$ cat config.mk
export PLATFORM = sky130hd
export DESIGN_NAME = cmeb_top
export DESIGN_NICKNAME = d
export VERILOG_FILES = /design/src/cmeb_pkg.sv /design/src/cmeb_top.sv
export SDC_FILE = /design/constraint.sdc
export NUM_CORES = 1
export LEC_CHECK = 0
export BUFFER_PORTS_ARGS = -buffer_cell sky130_fd_sc_hd__buf_2
export CORE_AREA = 5 5 132 197
export CTS_CLUSTER_SIZE = 12
export DETAILED_ROUTE_END_ITERATION = 8
export DIE_AREA = 0 0 137 202
export GPL_ROUTABILITY_DRIVEN = 0
export PLACE_DENSITY = 0.75
export SLEW_MARGIN = 10
export SYNTH_ARGS = -nofsm -noshare
export SYNTH_HDL_FRONTEND = slang
export SYNTH_SLANG_ARGS = --single-unit
$ cat constraint.sdc
create_clock -name clk -period 2.8 [get_ports clk]
set_input_delay 0 -clock clk [delete_from_list [all_inputs] [get_ports clk]]
set_output_delay 0 -clock clk [all_outputs]
set_load 0.01 [all_outputs]
$ cat src/cmeb_pkg.sv
/*
 * Constants for the channel mask and event bank: register offsets,
 * field positions, reset values, bus answers and timing figures.
 * Assumes an 8-bit byte address from an AXI4-Lite slave with 32-bit data.
 */
package cmeb_pkg;
    // Register byte offsets
    localparam logic [7:0] OFF_HCC_SET = 8'h50;
    localparam logic [7:0] OFF_HCC_CLR = 8'h54;
    localparam logic [7:0] OFF_CHAN_SET = 8'h78;
    localparam logic [7:0] OFF_CHAN_CLR = 8'h7c;
    localparam logic [7:0] OFF_EVT_SET = 8'h80;
    localparam logic [7:0] OFF_EVT_CLR = 8'h84;
    localparam logic [7:0] OFF_IMASK_SET = 8'h88;
    localparam logic [7:0] OFF_IMASK_CLR = 8'h8c;
    localparam logic [7:0] OFF_LCTL_SET = 8'he0;
    localparam logic [7:0] OFF_LCTL_CLR = 8'he4;
    localparam logic [7:0] OFF_PHYCTL = 8'hec;
    localparam logic [7:0] OFF_TIMER = 8'hf0;
    localparam logic [7:0] OFF_GPCTL = 8'hfc;

    // Event bit positions
    localparam int EVT_RSVD_HI = 31;
    localparam int EVT_GP = 30;
    localparam int EVT_SOFT = 29;
    localparam int EVT_RSVD_LO = 28;
    localparam int EVT_LATE_ACK = 27;
    localparam int EVT_PHY_BYTE = 26;
    localparam int EVT_OVERLONG = 25;
    localparam int EVT_FATAL = 24;
    localparam int EVT_MISMATCH = 23;
    // Event bits held by this bank; all others read as zero
    localparam logic [31:0] EVT_IMPL = 32'h6f80_0000;

    // Control field positions
    localparam int HCC_LATE_ACK_BIT = 29;
    localparam int LCTL_ROOT_BIT = 21;
    localparam int GP_UPPER_BIT = 31;
    localparam int GP_LOWER_BIT = 23;
    localparam int PHY_BYTE_LSB = 16;
    localparam int TMR_SEC_LSB = 25;
    localparam int TMR_CNT_LSB = 12;

    // Reset values
    localparam logic [31:0] CHAN_RST = 32'h0000_0000;
    localparam logic [31:0] EVT_RST = 32'h0000_0000;
    localparam logic [31:0] IMASK_RST = 32'h0000_0000;
    localparam logic [31:0] TIMER_RST = 32'h0000_0000;

    // Bus answers
    localparam logic [1:0] RESP_OKAY = 2'h0;
    localparam logic [1:0] RESP_SLVERR = 2'h2;

    // Timing
    localparam int CLK_PERIOD_NS = 20;
    localparam int CYCLE_LIMIT_NS = 125000;
    localparam int CYCLE_LIMIT_CYC = CYCLE_LIMIT_NS / CLK_PERIOD_NS;

    // Overlong cycle watch states
    typedef enum logic [1:0] {
        CMEB_CYC_IDLE = 2'h1,
        CMEB_CYC_RUN = 2'h2
    } cmeb_cyc_t;
endpackage

$ cat src/cmeb_top.sv
/*
 * Channel mask and event bank: receive channel mask, interrupt event
 * register with mask, small control registers and the overlong-cycle
 * watch, all behind an AXI4-Lite slave.
 * Assumes event sources come from logic on clk, except the two
 * general-purpose interrupt pins, which are asynchronous.
 */
`timescale 1ns/1ps

// Notes on behaviour
// (RL1) Bit n of the 32-bit channel mask enables receive on channel n.
// (RL2) Ones written at 78h set mask bits; ones at 7Ch clear them.
// (RL3) Reading either channel mask offset returns the current mask.
// (RL4) Event bits set on source rising edge or software one at 80h.
// (RL5) Only a one written at 84h clears an event bit.
// (RL6) Event reads return stored events ANDed with the interrupt mask.
// (RL7) Event bits 31 and 28 always read zero and ignore writes.
// (RL8) Bit 30 sets when an enabled general-purpose interrupt input asserts.
// (RL9) Bit 29 is software only, no hardware source.
// (RL10) With late-ack enable, bit 27 sets on FIFO data, busy unit or tardy ack.
// (RL11) Bit 26 sets when a PHY byte arrives; byte readable in bits 23-16.
// (RL12) As cycle master, bit 25 sets when a cycle exceeds 125 us.
// (RL13) The overlong cycle event clears the cycle-master enable bit 21.
// (RL14) Bit 24 sets when an error stops a subunit.
// (RL15) While bit 24 is set, events of the failed contexts cannot set from hardware sources; a one at 80h still sets them.
// (RL16) Bit 23 sets when a received cycle start disagrees with the timer.
// (RL17) Event bits 31, 28 and 15-10 come out of reset as zero.
// (RL18) Zeros written at set or clear offsets change nothing.
module cmeb_top #(
    parameter int CYCLE_LIMIT = cmeb_pkg::CYCLE_LIMIT_CYC,
    parameter int CNT_W = 16
) (
    // Clock and reset
    input wire logic clk,
    input wire logic rst,
    // AXI4-Lite write address and data
    input wire logic [7:0] s_axi_awaddr,
    input wire logic s_axi_awvalid,
    output logic s_axi_awready,
    input wire logic [31:0] s_axi_wdata,
    input wire logic [3:0] s_axi_wstrb,
    input wire logic s_axi_wvalid,
    output logic s_axi_wready,
    // AXI4-Lite write response
    output logic [1:0] s_axi_bresp,
    output logic s_axi_bvalid,
    input wire logic s_axi_bready,
    // AXI4-Lite read
    input wire logic [7:0] s_axi_araddr,
    input wire logic s_axi_arvalid,
    output logic s_axi_arready,
    output logic [31:0] s_axi_rdata,
    output logic [1:0] s_axi_rresp,
    output logic s_axi_rvalid,
    input wire logic s_axi_rready,
    // Event sources
    input wire logic gp_irq_upper_pin,
    input wire logic gp_irq_lower_pin,
    input wire logic rx_fifo_pending,
    input wire logic phys_resp_busy,
    input wire logic ack_tardy_sent,
    input wire logic phy_byte_valid,
    input wire logic [7:0] phy_byte,
    input wire logic cycle_start_tx,
    input wire logic subaction_gap_end,
    input wire logic subunit_dead,
    input wire logic [31:0] failed_ctx_events,
    input wire logic rx_cycle_start,
    input wire logic [6:0] rx_seconds,
    input wire logic [12:0] rx_count,
    // Block outputs
    output logic [31:0] rx_channel_enable,
    output logic timing_root_enable,
    output logic late_ack_report_enable,
    output logic irq
);
    import cmeb_pkg::*;

    typedef struct packed {
        logic [31:0] chan;
        logic [31:0] evt;
        logic [31:0] imask;
        logic late_en;
        logic root_en;
        logic gp_up_en;
        logic gp_lo_en;
        logic [31:0] tmr;
        logic [7:0] phy_byte;
        logic [31:0] src_prev;
        logic [1:0] gp_meta;
        logic [1:0] gp_sync;
        cmeb_cyc_t cyc_st;
        logic [CNT_W-1:0] cyc_cnt;
        logic aw_have;
        logic [7:0] aw_addr;
        logic w_have;
        logic [31:0] w_data;
        logic [3:0] w_strb;
        logic awready;
        logic wready;
        logic bvalid;
        logic [1:0] bresp;
        logic arready;
        logic rvalid;
        logic [31:0] rdata;
        logic [1:0] rresp;
        logic irq;
    } cmeb_state_t;

    cmeb_state_t s_q;
    cmeb_state_t s_d;

    logic [31:0] src;
    logic [31:0] rise;
    logic [31:0] hw_set;
    logic [31:0] sw_set;
    logic [31:0] sw_clr;
    logic [31:0] wdat;
    logic wr_go;
    logic rd_go;
    logic ov_hit;
    logic mismatch;
    logic [32:0] rd_word;

    // Byte strobes to a bit mask
    function automatic logic [31:0] strb_mask(input logic [3:0] strb);
        return {{8{strb[3]}}, {8{strb[2]}}, {8{strb[1]}}, {8{strb[0]}}};
    endfunction

    // Read decode: error flag above the data word
    function automatic logic [32:0] read_reg(input logic [7:0] a, input cmeb_state_t s);
        logic [31:0] d;
        logic err;
        d = 32'h0000_0000;
        err = 1'b0;
        case (a)
            // (RL3) both offsets read mask
            OFF_CHAN_SET, OFF_CHAN_CLR: begin
                d = s.chan;
            end
            // (RL6) masked event read
            OFF_EVT_SET, OFF_EVT_CLR: begin
                d = s.evt & s.imask;
            end
            OFF_IMASK_SET, OFF_IMASK_CLR: begin
                d = s.imask;
            end
            OFF_HCC_SET, OFF_HCC_CLR: begin
                d[HCC_LATE_ACK_BIT] = s.late_en;
            end
            OFF_LCTL_SET, OFF_LCTL_CLR: begin
                d[LCTL_ROOT_BIT] = s.root_en;
            end
            // (RL11) PHY byte readback
            OFF_PHYCTL: begin
                d[PHY_BYTE_LSB +: 8] = s.phy_byte;
            end
            OFF_TIMER: begin
                d = s.tmr;
            end
            OFF_GPCTL: begin
                d[GP_UPPER_BIT] = s.gp_up_en;
                d[GP_LOWER_BIT] = s.gp_lo_en;
            end
            default: begin
                err = 1'b1;
            end
        endcase
        return {err, d};
    endfunction

    // (RL9) event sources, bit 29 has none
    always_comb begin
        wr_go = s_q.aw_have && s_q.w_have && !s_q.bvalid;
        rd_go = s_axi_arvalid && s_q.arready;
        wdat = s_q.w_data & strb_mask(s_q.w_strb);
        rd_word = read_reg(s_axi_araddr, s_q);
        // (RL12) cycle exceeds limit
        ov_hit = (s_q.cyc_st == CMEB_CYC_RUN) && !subaction_gap_end
            && (s_q.cyc_cnt == CNT_W'(CYCLE_LIMIT));
        // (RL16) received cycle start compare
        mismatch = rx_cycle_start
            && ((rx_seconds != s_q.tmr[TMR_SEC_LSB +: 7])
            || (rx_count != s_q.tmr[TMR_CNT_LSB +: 13]));
        src = 32'h0000_0000;
        // (RL8) gated general-purpose inputs
        src[EVT_GP] = (s_q.gp_sync[1] && s_q.gp_up_en) || (s_q.gp_sync[0] && s_q.gp_lo_en);
        // (RL10) late acknowledge sources
        src[EVT_LATE_ACK] = s_q.late_en && (rx_fifo_pending || phys_resp_busy || ack_tardy_sent);
        src[EVT_PHY_BYTE] = phy_byte_valid;
        src[EVT_OVERLONG] = ov_hit;
        // (RL14) subunit stopped
        src[EVT_FATAL] = subunit_dead;
        src[EVT_MISMATCH] = mismatch;
        // (RL4) rising edge sets
        rise = src & ~s_q.src_prev;
        hw_set = rise;
        // (RL15) block failed contexts
        if (s_q.evt[EVT_FATAL]) begin
            hw_set = rise & ~(failed_ctx_events & ~(32'h1 << EVT_FATAL));
        end
        sw_set = 32'h0000_0000;
        sw_clr = 32'h0000_0000;
        if (wr_go && s_q.aw_addr == OFF_EVT_SET) begin
            sw_set = wdat;
        end
        if (wr_go && s_q.aw_addr == OFF_EVT_CLR) begin
            sw_clr = wdat;
        end
    end

    // Next state
    always_comb begin
        s_d = s_q;
        s_d.src_prev = src;
        s_d.gp_meta = {gp_irq_upper_pin, gp_irq_lower_pin};
        s_d.gp_sync = s_q.gp_meta;
        if (phy_byte_valid) begin
            s_d.phy_byte = phy_byte;
        end
        // Write address and data capture
        if (s_axi_awvalid && s_q.awready) begin
            s_d.aw_have = 1'b1;
            s_d.aw_addr = s_axi_awaddr;
        end
        if (s_axi_wvalid && s_q.wready) begin
            s_d.w_have = 1'b1;
            s_d.w_data = s_axi_wdata;
            s_d.w_strb = s_axi_wstrb;
        end
        if (s_q.bvalid && s_axi_bready) begin
            s_d.bvalid = 1'b0;
        end
        // (RL18) register writes; zeros at set or clear offsets change nothing
        if (wr_go) begin
            s_d.aw_have = 1'b0;
            s_d.w_have = 1'b0;
            s_d.bvalid = 1'b1;
            s_d.bresp = RESP_OKAY;
            case (s_q.aw_addr)
                // (RL2) set and clear mask
                OFF_CHAN_SET: begin
                    s_d.chan = s_q.chan | wdat;
                end
                OFF_CHAN_CLR: begin
                    s_d.chan = s_q.chan & ~wdat;
                end
                OFF_EVT_SET, OFF_EVT_CLR, OFF_PHYCTL: begin
                    s_d.bresp = RESP_OKAY;
                end
                OFF_IMASK_SET: begin
                    s_d.imask = s_q.imask | wdat;
                end
                OFF_IMASK_CLR: begin
                    s_d.imask = s_q.imask & ~wdat;
                end
                OFF_HCC_SET: begin
                    s_d.late_en = s_q.late_en | wdat[HCC_LATE_ACK_BIT];
                end
                OFF_HCC_CLR: begin
                    s_d.late_en = s_q.late_en & ~wdat[HCC_LATE_ACK_BIT];
                end
                OFF_LCTL_SET: begin
                    s_d.root_en = s_q.root_en | wdat[LCTL_ROOT_BIT];
                end
                OFF_LCTL_CLR: begin
                    s_d.root_en = s_q.root_en & ~wdat[LCTL_ROOT_BIT];
                end
                OFF_TIMER: begin
                    s_d.tmr = (s_q.tmr & ~strb_mask(s_q.w_strb)) | wdat;
                end
                OFF_GPCTL: begin
                    if (s_q.w_strb[3]) begin
                        s_d.gp_up_en = s_q.w_data[GP_UPPER_BIT];
                    end
                    if (s_q.w_strb[2]) begin
                        s_d.gp_lo_en = s_q.w_data[GP_LOWER_BIT];
                    end
                end
                default: begin
                    s_d.bresp = RESP_SLVERR;
                end
            endcase
        end
        s_d.awready = !s_d.aw_have;
        s_d.wready = !s_d.w_have;
        // (RL5) clear only by software; (RL7) reserved bits held at zero
        s_d.evt = ((s_q.evt & ~sw_clr) | sw_set | hw_set) & EVT_IMPL;
        // Overlong cycle watch
        case (s_q.cyc_st)
            CMEB_CYC_IDLE: begin
                s_d.cyc_cnt = '0;
                if (s_q.root_en && cycle_start_tx) begin
                    s_d.cyc_st = CMEB_CYC_RUN;
                end
            end
            CMEB_CYC_RUN: begin
                s_d.cyc_cnt = s_q.cyc_cnt + CNT_W'(1);
                if (!s_q.root_en || subaction_gap_end || ov_hit) begin
                    s_d.cyc_st = CMEB_CYC_IDLE;
                end
            end
            default: begin
                s_d.cyc_st = CMEB_CYC_IDLE;
            end
        endcase
        // (RL13) overlong drops cycle master
        if (ov_hit) begin
            s_d.root_en = 1'b0;
        end
        // Read channel
        if (s_q.rvalid && s_axi_rready) begin
            s_d.rvalid = 1'b0;
        end
        if (rd_go) begin
            s_d.rvalid = 1'b1;
            s_d.rdata = rd_word[31:0];
            s_d.rresp = rd_word[32] ? RESP_SLVERR : RESP_OKAY;
        end
        s_d.arready = !s_d.rvalid;
        s_d.irq = |(s_d.evt & s_d.imask);
    end

    // State register
    always_ff @(posedge clk) begin
        if (rst) begin
            s_q <= '0;
            // (RL17) defined event reset
            s_q.evt <= EVT_RST;
            s_q.chan <= CHAN_RST;
            s_q.imask <= IMASK_RST;
            s_q.tmr <= TIMER_RST;
            s_q.cyc_st <= CMEB_CYC_IDLE;
        end else begin
            s_q <= s_d;
        end
    end

    // Outputs straight from the state register
    assign s_axi_awready = s_q.awready;
    assign s_axi_wready = s_q.wready;
    assign s_axi_bvalid = s_q.bvalid;
    assign s_axi_bresp = s_q.bresp;
    assign s_axi_arready = s_q.arready;
    assign s_axi_rvalid = s_q.rvalid;
    assign s_axi_rdata = s_q.rdata;
    assign s_axi_rresp = s_q.rresp;
    // (RL1) mask drives receive enables
    assign rx_channel_enable = s_q.chan;
    assign timing_root_enable = s_q.root_en;
    assign late_ack_report_enable = s_q.late_en;
    assign irq = s_q.irq;
endmodule

==> results.py <==
metrics = {
    "logic_synthesis": {
        "async_flop_share_pct": 0,
        "ys_seq_elements": 229,
        "syn_inst": 1286,
        "yosysTopAreaCellShare_pct": 43.0,
        "yosysWarnings": 0,
        "synthTopCellsByCount": "229 x dfxtp_1, 186 x nand2_1, 118 x nor2_1",
        "synth_area_mm2": 0.0107,
        "yosys.area.top_type": "dfxtp_1",
        "yosysMostFrequentCell": "dfxtp_1",
        "avgSynthCellArea_um2": 8.29,
        "seq_area_frac_synth_pct": 43.0,
        "synth_cell_types": 66,
        "synth_edf_count": 0,
        "synth-main-ff-cell": "dfxtp_1",
        "synthTopCellsByArea": "dfxtp_1 43%, nand2_1 6.5%, a21oi_1 5.3%, buf_4 5.3%, nor2_1 4.2%",
    },
    "setup_path": {
        "critPathMaxFanout": 13,
        "worstSetupPathType": "reg2reg",
        "startpoint_type": "flop",
        "required_ps": 3160,
        "end_kind": "flop",
        "r2r_setup_slack_ps": 400,
        "arrival_ps": 2760,
    },
    "global_route": {
        "grt_pass1_wl_mm": 52.6,
        "gr-usage-all-layers_pct": 23.4,
        "grt_pass1_vias": 10000,
        "grt_antenna_before_repair": 0,
        "grt-ovfl-total": 0,
        "grt_max_degree": 88,
    },
    "routing": {
        "ant_nets": 0,
        "first_iter_violations": 921,
        "wl_mm": 32.9,
        "wl_per_cell_um": 18.6,
        "drcViolationCount": 0,
        "viasPerCell": 5.71,
        "first_pass_iters": 5,
        "vias": 10100,
    },
    "timing": {
        "slew_headroom_pct": 47.3,
        "fin_skew_ps": 5.95,
        "hold_viol": 0,
        "min_period_ps": 2400,
        "rsz0062_at_grt": "no",
        "fmax_mhz": 417,
        "tightest_slew_ps": 788,
        "slew_viol_final": 0,
        "period_share_pct": 85.7,
        "setup_viol": 0,
        "tns_ps": 0,
    },
    "flow_run": {
        "drv_cap": 0,
    },
    "clock_network": {
        "post-cts-setup-buffer-count": 0,
        "path_clk_slew_ps": 60,
        "clkLatencyLatePin_ps": 500,
        "holdBufCountCts": 92,
        "cts_root_buf": "clkbuf_16",
        "cts_tree": "done",
        "htree_levels": 1,
        "numCtsBuffers": 23,
        "clock-sinks": 229,
        "cts_resized": 0,
        "clock_path_buffers": 3,
    },
    "final_layout": {
        "syn_to_final_growth_pct": 20.6,
        "fin_nets": 1577,
        "stdcell_count": 1773,
        "drive_gt1_share_pct": 17.9,
        "multi_input_area_mm2": 0.00514,
        "num_antenna_cells": 0,
        "fill_cells": 2157,
        "seq_area_mm2": 0.00459,
        "finish.utilization_pct": 53.4,
    },
    "floorplanning": {
        "ioPinCount": 205,
        "die_y_um": 202,
        "core_mm2": 0.0241,
        "die_area_mm2": 0.0277,
        "die_x_um": 137,
        "start_util_pct": 44.3,
        "row_count": 70,
    },
    "worst_hold_path": {
        "hold_class": "in2reg",
    },
    "status": {
        "outcome": "completed",
    },
    "power_and_ir_drop": {
        "max-vdd-ir-drop_v": 0.000456,
        "powerDensity_mw_per_mm2": 550,
        "power_leakage_uw": 0.00489,
        "p_total_uw": 7070,
    },
    "placement": {
        "io_buffers": 175,
        "dp.cells": 1651,
        "place_hpwl_mm": 22.1,
    },
}
==> worst max-delay path, cell delays in order (launching register included) <==
cell	delay, ps
dfxtp_1	440
nor3b_2	490
and2_1	240
nand2_1	380
buf_4	350
o21ai_0	190
o21a_1	140
nor2_1	40
==> final timing paths <==
| path | end | startpoint | cells after the start |
|---|---|---|---|
| worst min-delay path | s_q[248] | failed_ctx_events[30] | 4 |
| worst max-delay path | s_q[217] | s_q[82] | 7 |
| worst min register to register | s_q[107] | s_d[107] | 1 |
| worst max register to register | s_q[217] | s_q[82] | 7 |
==> routing by layer <==
metal	up-vias	global-route usage [%]	share of wire, %
met5	-	0	0
met3	112	3.54	5.9
met4	0	12.9	5.9
met2	370	40.8	50
li1	4847	-	-
met1	4794	26.9	38
==> placed cells by master, fill, tap and decap left out, drive strengths merged, types with 24 or more instances in the layout <==
cell         count
nor3            35
nor2           120
o21ai           43
buf            203
and4            24
o21a            26
a21oi          120
a31oi           48
dfxtp          229
nand2          186
dlygate4sd3     92
clkbuf          30
a22oi           27
==> cell type report <==
cell class / instances / share of cell area, %
Clock buffer: 30 / 4.99
Inverter: 12 / 0.350
Sequential cell: 229 / 35.7
Tap cell: 324 / 3.15
Multi-Input combinational cell: 883 / 40.0
Timing Repair Buffer: 295 / 15.9
==> cell families after synthesis <==
kind of cell    count (synthesis)  share of synthesized area, %
buf+inv                       175                          8.95
xor+xnor                       33                          2.71
compound gates                345                          21.2
mux                            19                          1.84
other cells                     1                        0.0352
flops                         229                          43.0
fa+ha+maj                       4                         0.469
simple gates                  480                          21.8
==> stage by stage <==
step / worst slack (ps) / cell area [um2] / hold WS (ps)
floorplan: 828 / 10700 / 128
global placement: 512 / 11300 / 213
detailed placement: 451 / 11300 / 220
CTS: 437 / 12900 / 11.6
global route: 144 / 12900 / 34.8
finish: 401 / 12900 / 10.4
==> power by group <==
group / leakage (uW) / switching (uW) / internal [uW]
Clock: 0.000316 / 1190 / 1570
Combinational: 0.00271 / 433 / 362
Sequential: 0.00186 / 123 / 3380
Total: 0.00489 / 1750 / 5320
(Power assumes the default switching activity.)
